[config.mk]
export PLATFORM = sky130hd
export DESIGN_NAME = readback_request_registers
export DESIGN_NICKNAME = d
export VERILOG_FILES = /design/src/hw/readback_pkg.sv /design/src/hw/readback_picker.sv /design/src/hw/readback_request_registers.sv
export VERILOG_INCLUDE_DIRS = /design/src /design/src/hw
export SDC_FILE = /design/constraint.sdc
export NUM_CORES = 1
export LEC_CHECK = 0
export ABC_AREA = 1
export BUFFER_PORTS_ARGS = -buffer_cell sky130_fd_sc_hd__buf_2
export CAP_MARGIN = 25
export CELL_PAD_IN_SITES_DETAIL_PLACEMENT = 1
export CELL_PAD_IN_SITES_GLOBAL_PLACEMENT = 1
export CORE_ASPECT_RATIO = 0.5
export CORE_MARGIN = 3
export CORE_UTILIZATION = 43
export CTS_CLUSTER_DIAMETER = 150
export DETAILED_ROUTE_END_ITERATION = 16
export PLACE_DENSITY_LB_ADDON = 0.25
export RECOVER_POWER = 100
export SLEW_MARGIN = 20
export SYNTH_ARGS = -nofsm -noshare
export SYNTH_HDL_FRONTEND = slang
export SYNTH_HIERARCHICAL = 1
export SYNTH_SLANG_ARGS = --single-unit
[constraint.sdc]
create_clock -name clk -period 4.63 [get_ports clk]
set_input_delay 0.926 -clock clk [delete_from_list [all_inputs] [get_ports clk]]
set_output_delay 0.926 -clock clk [all_outputs]
set_load 0.02 [all_outputs]
[src/hw/readback_defs.svh]
// register offsets, field positions and reset values of the readback request registers
// assumes: included by the package and the main module, after any header comment
`ifndef READBACK_DEFS_SVH
`define READBACK_DEFS_SVH

// offsets are word indices; byte address is four times the index
`define RB_IDX_CFG_B 12'h008
`define RB_IDX_CFG_C 12'h009
`define RB_IDX_OE 12'h00a
`define RB_IDX_MAIN 12'h00b
`define RB_IDX_PENDING 12'h040
`define RB_ADDR_W 12

`define RB_RESET_VAL 8'h00

// first configuration readback command register
`define SEL_EOT_CFG_1 7
`define SEL_EOT_CFG_0 6
`define SEL_SENSOR_CFG_1 5
`define SEL_SENSOR_CFG_0 4
`define SEL_OPERATING_CFG_0 3
`define SEL_COMMS_CFG_1 2
`define SEL_COMMS_CFG_0 1
`define SEL_IGNITION_CFG 0

// second configuration readback command register
`define SEL_INPUT_CFG_3 7
`define SEL_INPUT_CFG_0 4
`define SEL_DIRECT_DRIVE_CFG_3 3
`define SEL_DIRECT_DRIVE_CFG_0 0

// output-enable readback command register
`define SEL_SENSOR_CFG_2 4
`define SEL_OUT_ENABLE_CFG_3 3
`define SEL_OUT_ENABLE_CFG_0 0

// main readback command register
`define SEL_WINDOW_WDOG_CFG_1 6
`define SEL_ENGINE_OFF_TIMER_CFG 5
`define SEL_FUNCTIONAL_WDOG_CFG 4
`define SEL_WDOG_CFG_1 3
`define SEL_OPERATING_STATUS_1 2
`define SEL_OPERATING_STATUS_0 1
`define SEL_DIAGNOSIS_0 0

`endif

[src/hw/readback_pkg.sv]
// types shared by the readback request registers and their target picker
// assumes: nothing beyond the defs header
`include "readback_defs.svh"

package readback_pkg;

  // command register groups, in the order in which their readbacks are served
  typedef enum logic [1:0] {
    GRP_CFG_B,
    GRP_CFG_C,
    GRP_OE,
    GRP_MAIN
  } rb_group_t;

  typedef logic [3:0][7:0] rb_pend_t;

endpackage

[src/hw/readback_picker.sv]
// picks the next readback target: lowest group first, most significant set bit within it
// assumes: pending mask held in the caller's registers; purely combinational
`timescale 1ns/100ps
`default_nettype none

module readback_picker
  import readback_pkg::*;
(
  // pending targets
  input wire rb_pend_t pend,
  // chosen target
  output logic found,
  output rb_group_t grp,
  output logic [2:0] bit_idx
);

  wire [3:0] grp_any;
  wire [3:0][2:0] grp_msb;

  for (genvar g = 0; g < 4; g++) begin : g_grp
    logic [2:0] msb;
    always_comb begin
      msb = 3'h0;
      for (int b = 0; b < 8; b++) begin
        if (pend[g][b]) begin
          msb = 3'(b);
        end
      end
    end
    assign grp_any[g] = |pend[g];
    assign grp_msb[g] = msb;
  end

  always_comb begin
    found = |grp_any;
    grp = GRP_MAIN;
    bit_idx = 3'h0;
    for (int g = 3; g >= 0; g--) begin
      if (grp_any[g]) begin
        grp = rb_group_t'(2'(g));
        bit_idx = grp_msb[g];
      end
    end
  end

endmodule // readback_picker

`default_nettype wire

[src/hw/readback_request_registers.sv]
// write-only readback request registers behind an apb slave, with a target sequencer
// assumes: apb master on clk; upstream return path takes one target per rb_valid/rb_ready
//
// Our own choice: register access over APB.
`timescale 1ns/100ps
`default_nettype none

`include "readback_defs.svh"

module readback_request_registers
  import readback_pkg::*;
(
  // clock and reset
  input wire logic clk,
  input wire logic rst,
  // apb slave
  input wire logic psel,
  input wire logic penable,
  input wire logic pwrite,
  input wire logic [`RB_ADDR_W-1:0] paddr,
  input wire logic [31:0] pwdata,
  input wire logic [3:0] pstrb,
  output logic pready,
  output logic [31:0] prdata,
  output logic pslverr,
  // readback requests to the upstream return path
  output logic rb_valid,
  output rb_group_t rb_group,
  output logic [2:0] rb_bit,
  input wire logic rb_ready,
  // status
  output logic rb_busy
);

  typedef struct packed {
    rb_pend_t pend;
    logic ack;
    logic err;
    logic [31:0] rdata;
    logic valid;
    rb_group_t grp;
    logic [2:0] bit_idx;
  } rb_state_t;

  rb_state_t st_ff;
  rb_state_t nxt_st;

  rb_pend_t wmask;
  rb_pend_t wr_set;
  logic hit;
  logic is_pending;
  logic is_cmd;
  rb_group_t wr_grp;
  logic setup_cyc;
  logic commit;
  logic pick_found;
  rb_group_t pick_grp;
  logic [2:0] pick_bit;

  // writable trigger bits per command register; reserved bits never latch
  always_comb begin
    wmask = '0;
    wmask[GRP_CFG_C][`SEL_INPUT_CFG_3:`SEL_INPUT_CFG_0] = 4'hf;
    wmask[GRP_CFG_C][`SEL_DIRECT_DRIVE_CFG_3:`SEL_DIRECT_DRIVE_CFG_0] = 4'hf;
    wmask[GRP_OE][`SEL_OUT_ENABLE_CFG_3:`SEL_OUT_ENABLE_CFG_0] = 4'hf;
    wmask[GRP_OE][`SEL_SENSOR_CFG_2] = 1'b1;
    wmask[GRP_CFG_B][`SEL_EOT_CFG_1] = 1'b1;
    wmask[GRP_CFG_B][`SEL_EOT_CFG_0] = 1'b1;
    wmask[GRP_CFG_B][`SEL_SENSOR_CFG_1] = 1'b1;
    wmask[GRP_CFG_B][`SEL_SENSOR_CFG_0] = 1'b1;
    wmask[GRP_CFG_B][`SEL_OPERATING_CFG_0] = 1'b1;
    wmask[GRP_CFG_B][`SEL_COMMS_CFG_1] = 1'b1;
    wmask[GRP_CFG_B][`SEL_COMMS_CFG_0] = 1'b1;
    wmask[GRP_CFG_B][`SEL_IGNITION_CFG] = 1'b1;
    wmask[GRP_MAIN][`SEL_WINDOW_WDOG_CFG_1] = 1'b1;
    wmask[GRP_MAIN][`SEL_ENGINE_OFF_TIMER_CFG] = 1'b1;
    wmask[GRP_MAIN][`SEL_FUNCTIONAL_WDOG_CFG] = 1'b1;
    wmask[GRP_MAIN][`SEL_WDOG_CFG_1] = 1'b1;
    wmask[GRP_MAIN][`SEL_OPERATING_STATUS_1] = 1'b1;
    wmask[GRP_MAIN][`SEL_OPERATING_STATUS_0] = 1'b1;
    wmask[GRP_MAIN][`SEL_DIAGNOSIS_0] = 1'b1;
  end

  // address decode; only whole aligned words are mapped
  always_comb begin
    is_cmd = 1'b1;
    is_pending = 1'b0;
    wr_grp = GRP_CFG_B;
    case (paddr)
      `RB_IDX_CFG_B << 2: begin
        wr_grp = GRP_CFG_B;
      end
      `RB_IDX_CFG_C << 2: begin
        wr_grp = GRP_CFG_C;
      end
      `RB_IDX_OE << 2: begin
        wr_grp = GRP_OE;
      end
      `RB_IDX_MAIN << 2: begin
        wr_grp = GRP_MAIN;
      end
      `RB_IDX_PENDING << 2: begin
        is_cmd = 1'b0;
        is_pending = 1'b1;
      end
      default: begin
        is_cmd = 1'b0;
      end
    endcase
    hit = is_cmd || is_pending;
  end

  readback_picker u_picker (
    .pend(st_ff.pend),
    .found(pick_found),
    .grp(pick_grp),
    .bit_idx(pick_bit)
  );

  // first access cycle decodes, second one completes: one wait state
  assign setup_cyc = psel && penable && !st_ff.ack;
  assign commit = psel && penable && st_ff.ack;

  always_comb begin
    nxt_st = st_ff;
    wr_set = '0;

    nxt_st.ack = setup_cyc;
    if (setup_cyc) begin
      // command registers are write-only and read back as zero
      nxt_st.err = !hit || (pwrite && is_pending);
      nxt_st.rdata = 32'h0000_0000;
      if (!pwrite && is_pending) begin
        nxt_st.rdata = st_ff.pend;
      end
    end

    // only ones latch; zeros and reserved positions leave the queue alone
    if (commit && pwrite && !st_ff.err && is_cmd && pstrb[0]) begin
      wr_set[wr_grp] = pwdata[7:0] & wmask[wr_grp];
    end

    // hand the current target over, then load the next one
    if (st_ff.valid && rb_ready) begin
      nxt_st.valid = 1'b0;
    end
    if (!st_ff.valid && pick_found) begin
      nxt_st.valid = 1'b1;
      nxt_st.grp = pick_grp;
      nxt_st.bit_idx = pick_bit;
      nxt_st.pend[pick_grp][pick_bit] = 1'b0;
    end

    // a trigger written in the cycle its bit is taken is queued again, not lost
    nxt_st.pend = nxt_st.pend | wr_set;
  end

  always_ff @(posedge clk or posedge rst) begin
    if (rst) begin
      st_ff.pend <= {4{`RB_RESET_VAL}};
      st_ff.ack <= 1'b0;
      st_ff.err <= 1'b0;
      st_ff.rdata <= 32'h0000_0000;
      st_ff.valid <= 1'b0;
      st_ff.grp <= GRP_CFG_B;
      st_ff.bit_idx <= 3'h0;
    end else begin
      st_ff <= nxt_st;
    end
  end

  assign pready = st_ff.ack;
  assign pslverr = st_ff.ack && st_ff.err;
  assign prdata = st_ff.rdata;
  assign rb_valid = st_ff.valid;
  assign rb_group = st_ff.grp;
  assign rb_bit = st_ff.bit_idx;
  assign rb_busy = st_ff.valid || pick_found;

endmodule // readback_request_registers

`default_nettype wire

==> flow_summary_export.csv <==
group,metric,value,unit
drt,antenna_left,0,
timing,slew_viol_final,24,
clocking,numCtsBuffers,9,
run,cap_violations,1,
synth,seq_area_frac_synth,0.445,
power,power_density,550,nW/µm²
drt,drt_first_iter_violations,227,
clocking,cts_htree_levels,3,
timing,fin_crit_sh,0.714,
timing,fin_crit,3310,ps
synth,syn_inst,498,
setup_path,cpLargestDelayFamily,"simple AND/OR/NAND/NOR gates",
worst_hold_path,holdPathStages,2,
clocking,cts_tree,"done",
timing,setup_slack,1320,ps
timing,max_freq,302,MHz
power,p_leak,0.00205,µW
drt,route.met3.wl,465,µm
floorplanning,ios,95,
setup_path,worstPathRequired,4810,ps
setup_path,crit_path_cell_trace,"buf_2, nand2_1, nor2_1, inv_2, nand2_1, o21ai_0, a21boi_2",
synth,ys_ff_latch,72,
setup_path,start_kind,"input port",
floorplanning,row_count,24,
finish,filler_cell_count,1142,
setup_path,cpMostUsedCell,"nand2_1",
global_routing,grt_antenna_before_repair,0,
placed_design,place_area,4160,µm²
timing,setup_violations,0,
setup_path,max_stage_delay,1250,ps
drt,viasPerCell,5.07,
drt,drc,0,
setup_path,r2r.worst_path.cells,5,
timing,maxSlewHeadroom,-0.132,
drt,wl_per_cell,16.5,µm
setup_path,cp.buffers_inverters,2,
run_status,outcome,"finished, violations left",
placed_design,gp_congestion,0.903,
setup_path,critPathSlowestCell,"nor2_1",
timing,finalClockSkew,6.49,ps
clocking,cts_sinks,72,
synth,synth.distinct_cells,31,
finish,antennaDiodeCount,0,
setup_path,cp-end-kind,"flip-flop",
synth,synth_nets,552,
clocking,post_cts_resize_count,0,
finish,synthToLayoutAreaGrowth,7.16,%
global_routing,grt_usage,0.215,
placed_design,io_buffers,67,
timing,fin_tns_setup,0,ps
drt,firstDrtPassIters,4,
setup_path,worstSetupPathType,"in -> reg",
clocking,clockBufferDepth,2,
setup_path,critPathArrivalTime,3490,ps
synth,netlist_area,4050,µm²
synth,synth_area_per_cell,8.14,µm²
global_routing,first_global_vias,3364,
setup_path,cp_max_fo,36,
finish,mostFrequentLayoutCell,"nand2_1",
timing,tightest_slew,1690,ps
drt,drt-total-wl,10700,µm
setup_path,cp.depth,7,
global_routing,grt_pass1_wl,17400,µm
global_routing,grt_start_max_net_pins,45,
floorplanning,initial_core_util,0.454,
power,vdd_ir_drop_max,0.000292,V
finish,layout_common_cells,"nand2_1, dfrtp_1, o21ai_0",
clocking,clockRootBuffer,"clkbuf_16",
finish,drive_gt1_frac,0.156,
finish,fin_util,0.487,
clocking,clkLatencyLatePin,340,ps
drt,top_layer_used,"met4",
floorplanning,die_w,143,µm
run_status,violations,"max-capacitance violations, max-slew violations",
placed_design,pre_cts_slack,2010,ps
drt,routed-via-count,3291,
synth,yosys_warnings,6,
worst_hold_path,hold_path.class,"reg -> reg",
timing,hold_violations,0,
floorplanning,core,8920,µm²
finish,final_area,4340,µm²
drt,wl_met2,4670,µm
placed_design,dp_hpwl,7620,µm
drt,drt-met1-wl,5500,µm
floorplanning,dieArea,10700,µm²
global_routing,grt_overflow,0,
clocking,clk_pin_slew,60,ps
timing,rsz0062_at_grt,"no",
clocking,ctsHoldBuffers,0,
clocking,post_cts_buffers,0,
finish,fin_nets,581,
power,finalPower,2390,µW
floorplanning,die_h,74.6,µm
==> where the power goes <==
group	leakage [µW]	total, µW	switching [µW]	internal, µW
Sequential	0.000849	862	105	757
Combinational	0.00106	896	671	225
Clock	0.000136	630	257	374
==> registers in the layout, summed over array words and instances, names as in the netlist <==
signal and flops:
st_ff 33, prdata 32, pready 1, rb_valid 1, rb_group 2, rb_bit 3
==> metal layers <==
layer | global-route usage | vias up
met2 | 0.338 | 71
met1 | 0.304 | 1590
met3 | 0.0527 | 10
met5 | 0 | -
li1 | - | 1620
met4 | 0.0564 | 0
==> metrics by stage <==
stage,hold slack [ps],cells
2_1_floorplan,454,498
3_3_place_gp,468,633
3_5_place_dp,482,633
4_1_cts,496,649
5_1_grt,535,649
6_report,499,649
==> cell type report <==
cell class | instances | area [µm²] | area share
multi-input combinational | 326 | 1650 | 0.379
inverter | 49 | 184 | 0.0424
sequential | 72 | 1800 | 0.415
timing repair buffer | 69 | 297 | 0.0683
clock inverter | 4 | 20.0 | 0.00461
tap | 117 | 146 | 0.0337
clock buffer | 12 | 246 | 0.0568
==> synthesized netlist by cell type, drive strengths merged <==
| master | n | area (µm²) |
|---|---|---|
| o21ai | 53 | 265 |
| or2 | 16 | 100 |
| nand2 | 122 | 470 |
| nand3b | 1 | 20.0 |
| a21boi | 17 | 139 |
| o21a | 1 | 7.51 |
| nor3 | 4 | 25.0 |
| dfrtp | 72 | 1800 |
| o31ai | 3 | 22.5 |
| o21bai | 2 | 15.0 |
| nand3 | 44 | 225 |
| buf | 51 | 392 |
| a21oi | 19 | 133 |
| nand4 | 2 | 18.8 |
| inv | 49 | 184 |
| nor2 | 42 | 234 |
==> cell families after synthesis <==
kind of cell	count (synthesis)	share of synthesized area
and+or+nand+nor	231	0.270
AOI/OAI and AO/OA	95	0.144
buffers and inverters	100	0.142
DFF	72	0.445
==> tightest hold or removal path, cell delays in order, from the launching register on <==
cell and delay (ps):
dfrtp_1 340, nand2_1 50, o21ai_0 70
==> path summary, 6_finish.rpt <==
check                                from    endpoint  slack, ps
worst max-delay path              penable  prdata[21]       1320
worst min-delay path            rb_bit[1]   rb_bit[1]        500
worst max register to register     pready  prdata[21]       1600
worst min register to register  rb_bit[1]   rb_bit[1]        500
max in group asynchronous             rst   prdata[5]       2040
min in group asynchronous             rst  prdata[18]        880
Note: power is estimated with default switching activity, not from simulation.
